`src/pcg_consts.svh`:
```
// offsets, field positions, reset values and codes of the peripheral clock gate block
// Overview of operation
// each gate bit drives one unit's clock enable
// access to unclocked unit answers bus fault
// all gate bits reset to zero
// run port gate at 0x108 in run mode
// sleep port gate at 0x118 in sleep
// deep-sleep port gate applies in deep sleep
// deep-sleep port gate at 0x128, resets zero
// auto gating bit selects low-power gate registers
// auto gating clear keeps run gates everywhere
// port gate bits 0..4 are ports A..E
// port gate bits 31:5 read zero, ignored
// peripheral gate bit 16 is timer zero
// peripheral gate bit 4 is sync serial zero
// bits 1, 0 are serial ports one, zero
// peripheral gate bits 15:5, 3:2 read zero
// software enables units first, preserves reserved bits
`ifndef PCG_CONSTS_SVH
`define PCG_CONSTS_SVH
`define PCG_OFS_RUN_PORT         12'h108
`define PCG_OFS_SLEEP_PORT       12'h118
`define PCG_OFS_DEEP_PORT        12'h128
`define PCG_OFS_PERIPH           12'h104
`define PCG_OFS_RUN_CFG          12'h060
`define PCG_PORT_MASK            32'h0000001F
`define PCG_PERIPH_MASK          32'h00010013
`define PCG_RESET_VAL            32'h00000000
`define PCG_BIT_TIMER_ZERO       16
`define PCG_BIT_SYNC_SERIAL_ZERO 4
`define PCG_BIT_SERIAL_ONE       1
`define PCG_BIT_SERIAL_ZERO      0
`define PCG_BIT_AUTO_GATE        27
`define PCG_RESP_OKAY            2'h0
`define PCG_RESP_SLVERR          2'h2
`define PCG_RESP_DECERR          2'h3
`define PCG_NUM_PORTS            5
`define PCG_NUM_UNITS            9
`endif

```
`src/pcg_pkg.sv`:
```
// types of the peripheral clock gate block
package pcg_pkg;
  typedef enum logic [1:0] {PCG_MODE_RUN, PCG_MODE_SLEEP, PCG_MODE_DEEP} pcg_mode_t;
  typedef enum logic {PCG_BUS_IDLE, PCG_BUS_ACK} pcg_bus_t;
  typedef enum logic [2:0] {
    PCG_REG_NONE, PCG_REG_RUN, PCG_REG_SLEEP, PCG_REG_DEEP, PCG_REG_PERIPH, PCG_REG_CFG
  } pcg_reg_t;
  typedef struct packed {
    pcg_bus_t    busState;
    logic [31:0] readData;
    logic [1:0]  resp;
    logic [4:0]  runPort;
    logic [4:0]  sleepPort;
    logic [4:0]  deepPort;
    logic [31:0] periph;
    logic        autoGate;
    logic [4:0]  portEnable;
    logic [3:0]  unitEnable;
  } pcg_state_t;
  typedef struct packed {
    logic fault;
  } pcg_fault_state_t;
endpackage

```
`src/pcg_fault_check.sv`:
```
// bus fault answer for accesses to unclocked units
`timescale 1ns/1ns
`include "pcg_consts.svh"
module pcg_fault_check #(
  parameter int NUM_UNITS = `PCG_NUM_UNITS
) (
  input  wire logic                 clk_sys,
  input  wire logic                 rstn,
  input  wire logic                 ce,
  input  wire logic                 perValid,
  input  wire logic [3:0]           perUnit,
  input  wire logic [NUM_UNITS-1:0] unitEnable,
  output logic                      perAccept,
  output logic                      perFault
);
  // the unit index is four bits wide, so sixteen units at most
  if (NUM_UNITS < 1 || NUM_UNITS > 16) begin : g_bad_units
    $error("pcg_fault_check: NUM_UNITS out of range");
  end

  pcg_pkg::pcg_fault_state_t st;
  pcg_pkg::pcg_fault_state_t next_st;
  logic unitOn;

  // an index past the last unit counts as unclocked
  always_comb begin
    unitOn = 1'b0;
    if ({1'b0, perUnit} < 5'(NUM_UNITS)) begin
      unitOn = unitEnable[perUnit];
    end
  end

  assign perAccept = perValid & unitOn;

  always_comb begin
    next_st = st;
    next_st.fault = perValid & ~unitOn;
  end

  always_ff @(posedge clk_sys or negedge rstn) begin
    if (!rstn) begin
      st <= '0;
    end else if (ce) begin
      st <= next_st;
    end
  end

  assign perFault = st.fault;

  gated_fault_a: assert property (@(posedge clk_sys) disable iff (!rstn)
    (ce && perValid && !unitOn) |=> perFault)
    else $error("access to unclocked unit gave no fault");
endmodule

```
`src/pcg_top.sv`:
```
// peripheral clock gate registers, mode selection and bus slave
`timescale 1ns/1ns
`include "pcg_consts.svh"
module pcg_top (
  input  wire logic        clk_sys,
  input  wire logic        rstn,
  input  wire logic        ce,
  input  wire logic [11:0] avs_address,
  input  wire logic        avs_read,
  input  wire logic        avs_write,
  input  wire logic [31:0] avs_writedata,
  input  wire logic [3:0]  avs_byteenable,
  output logic      [31:0] avs_readdata,
  output logic             avs_waitrequest,
  output logic      [1:0]  avs_response,
  input  wire logic        sleepMode,
  input  wire logic        deepSleepMode,
  input  wire logic        perValid,
  input  wire logic [3:0]  perUnit,
  output logic             perAccept,
  output logic             perFault,
  output logic      [4:0]  portClockEnable,
  output logic      [3:0]  unitClockEnable
);
  pcg_pkg::pcg_state_t st;
  pcg_pkg::pcg_state_t next_st;
  pcg_pkg::pcg_reg_t   hitReg;
  pcg_pkg::pcg_mode_t  modeNow;
  logic                busReq;
  logic                busDone;
  logic [31:0]         wrWord;
  logic [8:0]          allEnable;

  // one decode shared by the read and write paths
  function automatic pcg_pkg::pcg_reg_t decodeReg(input logic [11:0] addr);
    pcg_pkg::pcg_reg_t r;
    r = pcg_pkg::PCG_REG_NONE;
    case (addr)
      `PCG_OFS_RUN_PORT: begin
        r = pcg_pkg::PCG_REG_RUN;
      end
      `PCG_OFS_SLEEP_PORT: begin
        r = pcg_pkg::PCG_REG_SLEEP;
      end
      `PCG_OFS_DEEP_PORT: begin
        r = pcg_pkg::PCG_REG_DEEP;
      end
      `PCG_OFS_PERIPH: begin
        r = pcg_pkg::PCG_REG_PERIPH;
      end
      `PCG_OFS_RUN_CFG: begin
        r = pcg_pkg::PCG_REG_CFG;
      end
      default: begin
        r = pcg_pkg::PCG_REG_NONE;
      end
    endcase
    return r;
  endfunction

  function automatic logic [31:0] byteMerge(input logic [31:0] old,
                                            input logic [31:0] wd,
                                            input logic [3:0]  be);
    logic [31:0] m;
    m = old;
    for (int i = 0; i < 4; i++) begin
      if (be[i]) begin
        m[i*8 +: 8] = wd[i*8 +: 8];
      end
    end
    return m;
  endfunction

  function automatic logic [31:0] readValue(input pcg_pkg::pcg_reg_t r,
                                            input pcg_pkg::pcg_state_t s);
    logic [31:0] v;
    v = `PCG_RESET_VAL;
    case (r)
      pcg_pkg::PCG_REG_RUN: begin
        v = {27'h0000000, s.runPort}; // see R10
      end
      pcg_pkg::PCG_REG_SLEEP: begin
        v = {27'h0000000, s.sleepPort};
      end
      pcg_pkg::PCG_REG_DEEP: begin
        v = {27'h0000000, s.deepPort};
      end
      pcg_pkg::PCG_REG_PERIPH: begin
        v = s.periph & `PCG_PERIPH_MASK;
      end
      pcg_pkg::PCG_REG_CFG: begin
        v[`PCG_BIT_AUTO_GATE] = s.autoGate;
      end
      default: begin
        v = `PCG_RESET_VAL;
      end
    endcase
    return v;
  endfunction

  assign hitReg  = decodeReg(avs_address);
  // read and write are never high together, so either one is the request
  assign busReq  = avs_read | avs_write;
  // waitrequest drops only in a cycle where state can move, else writes would be lost
  assign busDone = busReq & (st.busState == pcg_pkg::PCG_BUS_ACK) & ce;
  assign avs_waitrequest = busReq & ~busDone;
  assign avs_readdata    = st.readData;
  assign avs_response    = st.resp;
  assign wrWord = byteMerge(readValue(hitReg, st), avs_writedata, avs_byteenable);

  // low-power modes follow their own gates only with auto gating on
  always_comb begin
    modeNow = pcg_pkg::PCG_MODE_RUN;
    if (deepSleepMode) begin
      modeNow = pcg_pkg::PCG_MODE_DEEP;
    end else if (sleepMode) begin
      modeNow = pcg_pkg::PCG_MODE_SLEEP;
    end
  end

  always_comb begin
    next_st = st;
    case (st.busState)
      pcg_pkg::PCG_BUS_IDLE: begin
        if (busReq) begin
          next_st.busState = pcg_pkg::PCG_BUS_ACK;
          next_st.readData = avs_read ? readValue(hitReg, st) : `PCG_RESET_VAL;
          next_st.resp = (hitReg == pcg_pkg::PCG_REG_NONE) ? `PCG_RESP_DECERR
                                                           : `PCG_RESP_OKAY;
        end
      end
      pcg_pkg::PCG_BUS_ACK: begin
        if (busReq) begin
          next_st.busState = pcg_pkg::PCG_BUS_IDLE;
          if (avs_write) begin
            case (hitReg)
              pcg_pkg::PCG_REG_RUN: begin
                next_st.runPort = wrWord[4:0]; // see R4
              end
              pcg_pkg::PCG_REG_SLEEP: begin
                next_st.sleepPort = wrWord[4:0]; // see R5
              end
              pcg_pkg::PCG_REG_DEEP: begin
                next_st.deepPort = wrWord[4:0]; // see R7
              end
              pcg_pkg::PCG_REG_PERIPH: begin
                next_st.periph = wrWord & `PCG_PERIPH_MASK;
              end
              pcg_pkg::PCG_REG_CFG: begin
                next_st.autoGate = wrWord[`PCG_BIT_AUTO_GATE];
              end
              default: begin
                next_st.runPort = st.runPort;
              end
            endcase
          end
        end else begin
          // master withdrew the request; drop the pending answer
          next_st.busState = pcg_pkg::PCG_BUS_IDLE;
        end
      end
      default: begin
        next_st.busState = pcg_pkg::PCG_BUS_IDLE;
      end
    endcase
    // see R6, see R8
    case (st.autoGate ? modeNow : pcg_pkg::PCG_MODE_RUN)
      pcg_pkg::PCG_MODE_RUN: begin
        next_st.portEnable = st.runPort; // see R1
      end
      pcg_pkg::PCG_MODE_SLEEP: begin
        next_st.portEnable = st.sleepPort;
      end
      pcg_pkg::PCG_MODE_DEEP: begin
        next_st.portEnable = st.deepPort;
      end
      default: begin
        next_st.portEnable = st.runPort;
      end
    endcase
    // only the run copy of the unit gates exists, so it governs every mode
    next_st.unitEnable = {st.periph[`PCG_BIT_TIMER_ZERO],
                          st.periph[`PCG_BIT_SYNC_SERIAL_ZERO],
                          st.periph[`PCG_BIT_SERIAL_ONE],
                          st.periph[`PCG_BIT_SERIAL_ZERO]};
  end

  always_ff @(posedge clk_sys or negedge rstn) begin
    if (!rstn) begin
      st <= '0; // see R3
    end else if (ce) begin
      st <= next_st;
    end
  end

  assign portClockEnable = st.portEnable;
  assign unitClockEnable = st.unitEnable;
  // ports A..E take unit slots 0..4, then serial zero, one, sync serial, timer
  assign allEnable = {st.unitEnable[3], st.unitEnable[2], st.unitEnable[1],
                      st.unitEnable[0], st.portEnable};

  pcg_fault_check #(
    .NUM_UNITS(`PCG_NUM_UNITS)
  ) u_fault (
    .clk_sys    (clk_sys),
    .rstn       (rstn),
    .ce         (ce),
    .perValid   (perValid),
    .perUnit    (perUnit),
    .unitEnable (allEnable),
    .perAccept  (perAccept),
    .perFault   (perFault)
  );

  reset_clear_a: assert property (@(posedge clk_sys)
    $rose(rstn) |-> (st.runPort == 5'h00 && st.sleepPort == 5'h00 && st.periph == 32'h0))
    else $error("gate bits not zero after reset");

  deep_reset_a: assert property (@(posedge clk_sys)
    $rose(rstn) |-> (st.deepPort == 5'h00 && portClockEnable == 5'h00))
    else $error("deep-sleep gates not zero after reset");

  run_mode_a: assert property (@(posedge clk_sys) disable iff (!rstn)
    ($past(ce) && !$past(sleepMode) && !$past(deepSleepMode))
      |-> portClockEnable == $past(st.runPort))
    else $error("run mode port enables wrong");

  sleep_mode_a: assert property (@(posedge clk_sys) disable iff (!rstn)
    ($past(ce) && $past(st.autoGate) && $past(sleepMode) && !$past(deepSleepMode))
      |-> portClockEnable == $past(st.sleepPort))
    else $error("sleep mode port enables wrong");

  deep_mode_a: assert property (@(posedge clk_sys) disable iff (!rstn)
    ($past(ce) && $past(st.autoGate) && $past(deepSleepMode))
      |-> portClockEnable == $past(st.deepPort))
    else $error("deep-sleep port enables wrong");

  no_auto_a: assert property (@(posedge clk_sys) disable iff (!rstn)
    ($past(ce) && !$past(st.autoGate) && ($past(sleepMode) || $past(deepSleepMode)))
      |-> portClockEnable == $past(st.runPort))
    else $error("run gates not kept with auto gating off");

  auto_switch_a: assert property (@(posedge clk_sys) disable iff (!rstn)
    (ce && st.autoGate && sleepMode && !deepSleepMode && st.sleepPort != st.runPort)
      |=> portClockEnable != $past(st.runPort))
    else $error("auto gating did not select sleep gates");

  unit_map_a: assert property (@(posedge clk_sys) disable iff (!rstn)
    $past(ce) |-> unitClockEnable == {$past(st.periph[16]), $past(st.periph[4]),
                                      $past(st.periph[1]), $past(st.periph[0])})
    else $error("unit enables do not follow peripheral gates");

  port_write_a: assert property (@(posedge clk_sys) disable iff (!rstn)
    (busDone && avs_write && hitReg == pcg_pkg::PCG_REG_RUN && avs_byteenable[0])
      |=> st.runPort == $past(avs_writedata[4:0]))
    else $error("run port gate write not stored");

  port_reserved_a: assert property (@(posedge clk_sys) disable iff (!rstn)
    (busDone && avs_read && (hitReg == pcg_pkg::PCG_REG_RUN || hitReg == pcg_pkg::PCG_REG_SLEEP
      || hitReg == pcg_pkg::PCG_REG_DEEP)) |-> avs_readdata[31:5] == 27'h0)
    else $error("port gate reserved bits not zero");

  periph_reserved_a: assert property (@(posedge clk_sys) disable iff (!rstn)
    (busDone && avs_read && hitReg == pcg_pkg::PCG_REG_PERIPH)
      |-> (avs_readdata[15:5] == 11'h0 && avs_readdata[3:2] == 2'h0))
    else $error("peripheral gate reserved bits not zero");

  periph_write_a: assert property (@(posedge clk_sys) disable iff (!rstn)
    (busDone && avs_write && hitReg == pcg_pkg::PCG_REG_PERIPH && avs_byteenable == 4'hF)
      |=> st.periph == ($past(avs_writedata) & 32'h00010013))
    else $error("peripheral gate write wrong");

  serial_gate_a: assert property (@(posedge clk_sys) disable iff (!rstn)
    ($past(ce) && $past(st.periph[1:0]) == 2'h3) |-> unitClockEnable[1:0] == 2'h3)
    else $error("serial port enables not following gates");

  bus_answer_a: assert property (@(posedge clk_sys) disable iff (!rstn)
    (ce && busReq && st.busState == pcg_pkg::PCG_BUS_IDLE) ##1 (ce && busReq)
      |-> !avs_waitrequest)
    else $error("bus answer later than one cycle");

  unmapped_a: assert property (@(posedge clk_sys) disable iff (!rstn)
    (busDone && hitReg == pcg_pkg::PCG_REG_NONE) |-> avs_response == 2'h3)
    else $error("unmapped access not refused");

  // a frozen block must not lose or invent a write
  ce_freeze_a: assert property (@(posedge clk_sys) disable iff (!rstn)
    !ce |=> $stable(st))
    else $error("state moved while clock enable low");

  write_rdata_a: assert property (@(posedge clk_sys) disable iff (!rstn)
    (busDone && avs_write) |-> avs_readdata == 32'h00000000)
    else $error("read data not zero on a write");

  sleep_write_a: assert property (@(posedge clk_sys) disable iff (!rstn)
    (busDone && avs_write && hitReg == pcg_pkg::PCG_REG_SLEEP && avs_byteenable[0])
      |=> st.sleepPort == $past(avs_writedata[4:0]))
    else $error("sleep port gate write not stored");

  deep_write_a: assert property (@(posedge clk_sys) disable iff (!rstn)
    (busDone && avs_write && hitReg == pcg_pkg::PCG_REG_DEEP && avs_byteenable[0])
      |=> st.deepPort == $past(avs_writedata[4:0]))
    else $error("deep-sleep port gate write not stored");

  auto_write_a: assert property (@(posedge clk_sys) disable iff (!rstn)
    (busDone && avs_write && hitReg == pcg_pkg::PCG_REG_CFG
      && avs_byteenable[`PCG_BIT_AUTO_GATE / 8])
      |=> st.autoGate == $past(avs_writedata[`PCG_BIT_AUTO_GATE]))
    else $error("auto gating bit write not stored");
endmodule

```
`config.mk`:
```
export PLATFORM = sky130hd
export DESIGN_NAME = pcg_top
export DESIGN_NICKNAME = d
export VERILOG_FILES = /design/src/pcg_pkg.sv /design/src/pcg_fault_check.sv /design/src/pcg_top.sv
export VERILOG_INCLUDE_DIRS = /design/src
export SDC_FILE = /design/constraint.sdc
export NUM_CORES = 1
export LEC_CHECK = 0
export BUFFER_PORTS_ARGS = -buffer_cell sky130_fd_sc_hd__buf_2
export CAP_MARGIN = 10
export CORE_MARGIN = 2
export CORE_UTILIZATION = 33
export CTS_CLUSTER_DIAMETER = 50
export DETAILED_ROUTE_END_ITERATION = 10
export SLEW_MARGIN = 20
export SYNTH_ARGS = -nofsm -noshare
export SYNTH_HDL_FRONTEND = slang
export SYNTH_SLANG_ARGS = --single-unit
```
`constraint.sdc`:
```
create_clock -name clk_sys -period 3 [get_ports clk_sys]
set_input_delay 0.6 -clock clk_sys [delete_from_list [all_inputs] [get_ports clk_sys]]
set_output_delay 0.6 -clock clk_sys [all_outputs]
set_load 0.1 [all_outputs]
```
== Yosys cells after proc, flatten, opt, wreduce, memory -nomap -nowiden ==
Cells that the tools add are included.

* Bitwise gates (word level): 9
* Eq/ne operators: 12
* Muxes and demuxes: 16
* Reduce and logical (&&, ||, !) cells: 7
* Magnitude comparators: 2

{| class="wikitable"
|+ Operators with widths
! operator !! count
|-
| 17-bit one-hot mux with 4 select lines || 1
|-
| 12-bit by 9-bit equality test with 1-bit output, second input constant || 4
|-
| 35-bit 2-to-1 mux || 1
|-
| 28-bit 2-to-1 mux || 1
|-
| 5-bit AND reduction || 4
|-
| 3-bit one-hot mux with 5 select lines || 1
|-
| 12-bit by 7-bit equality test with 1-bit output, second input constant || 1
|-
| 5-bit one-hot mux with 2 select lines || 1
|-
| 3-bit by 2-bit equality test with 1-bit output, second input constant || 2
|-
| 3-bit equality test, second input constant || 2
|-
| 2-bit 2-to-1 mux || 3
|-
| 6-bit AND reduction || 1
|-
| 1-bit bitwise AND || 5
|-
| 4-bit by 5-bit < comparator with 1-bit output, second input constant || 1
|-
| 1-bit 2-to-1 mux || 5
|-
| 5-bit 2-to-1 mux || 1
|-
| 1-bit binary-select mux with 4-bit select || 1
|-
| 4-bit < comparator, second input constant || 1
|-
| 3-bit by 1-bit equality test with 1-bit output, second input constant || 1
|-
| 3-bit logical NOT || 1
|-
| 1-bit inverter || 3
|-
| 3-bit AND reduction || 1
|-
| 2-bit by 1-bit equality test with 1-bit output, second input constant || 1
|-
| 2-bit equality test, second input constant || 1
|-
| other kinds (2) || 2
|}

* Word-level logic and storage cells: 57
* Bits in registers: 65
* Bits of input ports: 60
* Output and inout port bits: 46

== Longest topological paths before layout ==
* Word-level depth: 7
* Depth in mapped cells: 6
* Gate-level depth less buffers: 6

== Modules after synthesis ==
From an unflattened synthesis, not the netlist that was laid out.

* Cells, all modules: 265
* Area total of the unflattened synthesis: 2548.7 µm²

{| class="wikitable"
|+ By module, submodules not included
! module !! cells each !! sequential area each (µm²) !! times used !! area each (µm²)
|-
| pcg_top || 250 || 950.9 || 1 || 2394.8
|-
| pcg_fault_check || 15 || 25.0 || 1 || 153.9
|}

== Worst setup path after synthesis ==
OpenSTA, ideal clock, no wires.

* Kind: input port to output port
* Start point: input ce
* End point: output avs_waitrequest
* Arrival: 2.488 ns
* Required time: 2.400 ns
* Buffers on the path: 2
* Slack: -0.088 ns
* Cell stages on the path: 3
* Path through: clkbuf_1 clkbuf_1 a21oi_1

* Cells in the longest elaborated chain, start to end: 3

{| class="wikitable"
|+ Ends and longest elaborated chain
! what !! RTL line !! text
|-
| start: declaration || pcg_top.sv:7 || <nowiki>input wire logic ce,</nowiki>
|-
| 1-bit bitwise AND || pcg_top.sv:105 || <nowiki>assign busDone = busReq & (st.busState == pcg_pkg::PCG_BUS_ACK) & ce;</nowiki>
|-
| 1-bit inverter || pcg_top.sv:106 || <nowiki>assign avs_waitrequest = busReq & ~busDone;</nowiki>
|-
| 1-bit bitwise AND || pcg_top.sv:106 ||
|-
| end: declaration || pcg_top.sv:14 || <nowiki>output logic avs_waitrequest,</nowiki>
|}

Every way passes these cells.

== Worst setup path in the final report ==
* Start point: input perUnit[0]
* End point: output perAccept

* Cells in the longest elaborated chain, start to end: 4
* Elaborated cells between the ends (all ways): 5
* Classes of those cells: 1 x order compare; 3 x mux; 1 x bitwise

{| class="wikitable"
|+ Ends and longest elaborated chain
! what !! RTL line !! text
|-
| start: declaration || pcg_top.sv:19 || <nowiki>input wire logic [3:0] perUnit,</nowiki>
|-
| 1-bit binary-select mux with 4-bit select || pcg_fault_check.sv:29 || <nowiki>unitOn = unitEnable[perUnit];</nowiki>
|-
| 1-bit 2-to-1 mux (not written as such) || pcg_fault_check.sv:29 ||
|-
| 1-bit 2-to-1 mux (*) || pcg_fault_check.sv:28 || <nowiki>if ({1'b0, perUnit} < 5'(NUM_UNITS)) begin</nowiki>
|-
| 1-bit bitwise AND (*) || pcg_fault_check.sv:33 || <nowiki>assign perAccept = perValid & unitOn;</nowiki>
|-
| end: declaration || pcg_top.sv:20 || <nowiki>output logic perAccept,</nowiki>
|}

Mark *: on every way between the ends. The rest lies on a longest branch, timed or not. The select of a mux whose other input is x is not followed.

==> flow_summary_export.csv <==
group,metric,value,unit
grt,grt_pass1_vias,1894,
synth,synthArstFlopShare,100,%
synth,synthCells,257,
timing,finClkSkew,3.94,ps
power,intPower,0.827,mW
detailed_routing,ant_nets,0,
timing,setup_viol,0,
timing,max_slew_margin,41.5,%
hold_path,min-delay-path-class,"input pin to async pin",
grt,grt_overflow_total,0,
clocking,cts.path.max_buffers,2,
clocking,clkTransAtPathRegs,80,ps
timing,setup_tns,0,ps
critical_path,end_kind,"primary output",
synth,yosysSeqAreaShare,38.0,%
clocking,cts_tree,"yes",
detailed_routing,route.detailed.drc,0,
critical_path,cp-start-kind,"input pin",
grt,grt_use_total,14.1,%
floorplan,boundaryPins,106,
clocking,htree_levels,2,
finish,drive_gt1_share,33.0,%
clocking,cts_resized,0,
detailed_routing,drt_pass1_iterations,4,
critical_path,crit_path_frequent_cell,"buf_2",
finish,n_fill_cell,802,
synth,synth-seq-cells,39,
timing,min_period_over_period,89.5,%
finish,layout_common_cells,"buf_2, dfrtp_1, conb_1, nand2_1, mux2_2",
placed_design,io_buffers,54,
timing,fin_ws,315,ps
synth,synthesis.area,2570,µm²
detailed_routing,wirelength,5940,µm
detailed_routing,drt_iter0_drc,147,
floorplan,die_x,92.2,µm
floorplan,initial_core_util,33.6,%
detailed_routing,num_vias,2006,
critical_path,worstPathMaxFanout,4,
finish,num_antenna_cells,0,
detailed_routing,routedWlPerCell,14.9,µm
clocking,cts_root_buffer,"clkbuf_8",
grt,grt_pass1_wl,9340,µm
grt,antenna_found_initial,0,
timing,fmax,372,MHz
placed_design,dpl_worst_slack,321,ps
clocking,cts_sinks,39,
synth,syn_avg_cell_area,9.99,µm²
critical_path,crit_path_top_delay_cell,"o41a_1",
floorplan,fp.dieArea,8510,µm²
power,switchingPower,0.470,mW
run,cap_violations,0,
placed_design,gp_congestion,0.838,
critical_path,critPathArrivalTime,2090,ps
finish,nNetsFinal,358,
power,switching_share,36.2,%
timing,period_needed,2690,ps
power,combPwrFrac,25.1,%
outcome,outcome,"finished, final reports clean",
synth,yosysWarnings,0,
clocking,cts_setup_buffers,0,
critical_path,critPathMaxStageDelay,390,ps
power,clkPwrFrac,33.5,%
finish,syn_to_final_growth,11.1,%
critical_path,path_cells,"buf_2 -> mux2_2 -> and3_1 -> o41a_1 -> and2_1 -> buf_2",
floorplan,dieHeight,92.2,µm
critical_path,criticalPathCategory,"input pin to primary output",
synth,synth_edf_count,0,
clocking,cts_hold_buf,0,
clocking,clock_latency,290,ps
timing,maxSlewViolCount,0,
synth,synthFlopType,"dfrtp_1",
power,leakage,1.35,nW
critical_path,crit_family,"buffers and inverters",
floorplan,core,7650,µm²
timing,grt_setup_unrepaired,"false",
power,power_density,454,nW/µm²
floorplan,num_rows,32,
power,seqPwrFrac,41.4,%
synth,yosys.cell_types.count,49,
timing,tightest_slew,877,ps
timing,finalHoldViolations,0,
critical_path,worst-path-buf-inv,2,
placed_design,hpwlAfterDp,4570,µm
clocking,numCtsBuffers,5,
finish,final_common_cell,"buf_2",
power,irDropWorstVdd,147,µV
detailed_routing,vias_per_cell,5.03,
critical_path,worstPathRequired,2400,ps
grt,grt_max_degree,40,
-- power by group through the flow --
stage / Sequential (mW) / Combinational (mW) / Clock, mW
final: 0.537 / 0.325 / 0.435
after global routing: 0.539 / 0.342 / 0.482
after CTS: 0.537 / 0.326 / 0.457
after detailed placement: 0.548 / 0.325 / 0
after global placement: 0.547 / 0.324 / 0
after floorplan: 0.556 / 0.285 / 0
-- sequential cells by signal (all words and copies together) (netlist names) --
| register | count |
|---|---|
| avs_readdata | 7 |
| st | 17 |
| next_st | 4 |
| avs_response | 1 |
| unitClockEnable | 4 |
| u_fault.perFault | 1 |
| portClockEnable | 5 |
-- path summary, 6_finish.rpt --
kind,from,endpoint,slack (ps),cells past startpoint
worst min register to register,avs_readdata[1],avs_readdata[1],480,2
max in group asynchronous,rstn,avs_response[0],2020,1
worst max-delay path,perUnit[0],perAccept,310,6
min in group clk_sys,avs_readdata[1],avs_readdata[1],480,2
worst max register to register,next_st[0],next_st[0],1230,4
worst min-delay path,rstn,st[51],430,1
-- worst register-to-register path: cells and delay by family (launching register included) --
| kind | cells | cell delay, ps |
|---|---|---|
| flops | 1 | 390 |
| simple gates | 1 | 490 |
| compound gates | 3 | 790 |
-- logic make-up after synthesis --
logic type,after synthesis,synth area share [%]
xor+xnor,2,0.682
buf+inv,57,14.8
simple gates,73,18.1
compound gates,55,15.0
other cells,1,0.146
fa+ha+maj,2,0.974
flops,39,38.0
mux,28,12.4
-- cells in the mapped netlist, types with 4 or more instances --
cell type / count / area [µm²]
a22oi_1: 10 / 75.1
buf_4: 43 / 323
clkbuf_1: 5 / 18.8
dfrtp_1: 39 / 976
inv_1: 6 / 22.5
mux2_2: 18 / 203
mux2i_1: 7 / 70.1
nand2_1: 21 / 78.8
nand2b_1: 4 / 25.0
nand3_1: 6 / 30.0
nor2_1: 4 / 15.0
nor2b_1: 4 / 25.0
o21ai_0: 15 / 75.1
o22ai_1: 4 / 25.0
o31ai_1: 10 / 75.1
-- layout make-up --
| cell class | count | area (µm²) | share of cell area, % |
|---|---|---|---|
| Inverter | 6 | 22.5 | 0.789 |
| Sequential cell | 39 | 976 | 34.2 |
| Timing Repair Buffer | 59 | 308 | 10.8 |
| Clock inverter | 3 | 43.8 | 1.53 |
| Tap cell | 102 | 128 | 4.47 |
| Clock buffer | 5 | 68.8 | 2.41 |
| Multi-Input combinational cell | 185 | 1310 | 45.8 |
-- per-layer routing --
| layer | vias up | track usage, % | routed length, µm |
|---|---|---|---|
| met1 | 965 | 19.2 | 2620 |
| met3 | 8 | 1.81 | 336 |
| met2 | 70 | 22.5 | 2870 |
| met4 | 0 | 6.34 | 108 |
| li1 | 963 | - | - |
| met5 | - | 0 | 0 |
-- through the flow --
step / util, % / hold slack [ps] / cells / cell area (µm²) / power [mW]
after global placement: 35.8 / 462 / 391 / 2740 / 0.872
after CTS: 37.3 / 453 / 399 / 2850 / 1.32
after detailed placement: 35.8 / 467 / 391 / 2740 / 0.873
after floorplan: - / 304 / 281 / 2660 / 0.841
final: 37.3 / 427 / 399 / 2850 / 1.30
after global routing: 37.3 / 495 / 399 / 2850 / 1.36
No activity file was read; power rests on OpenSTA's default activity.
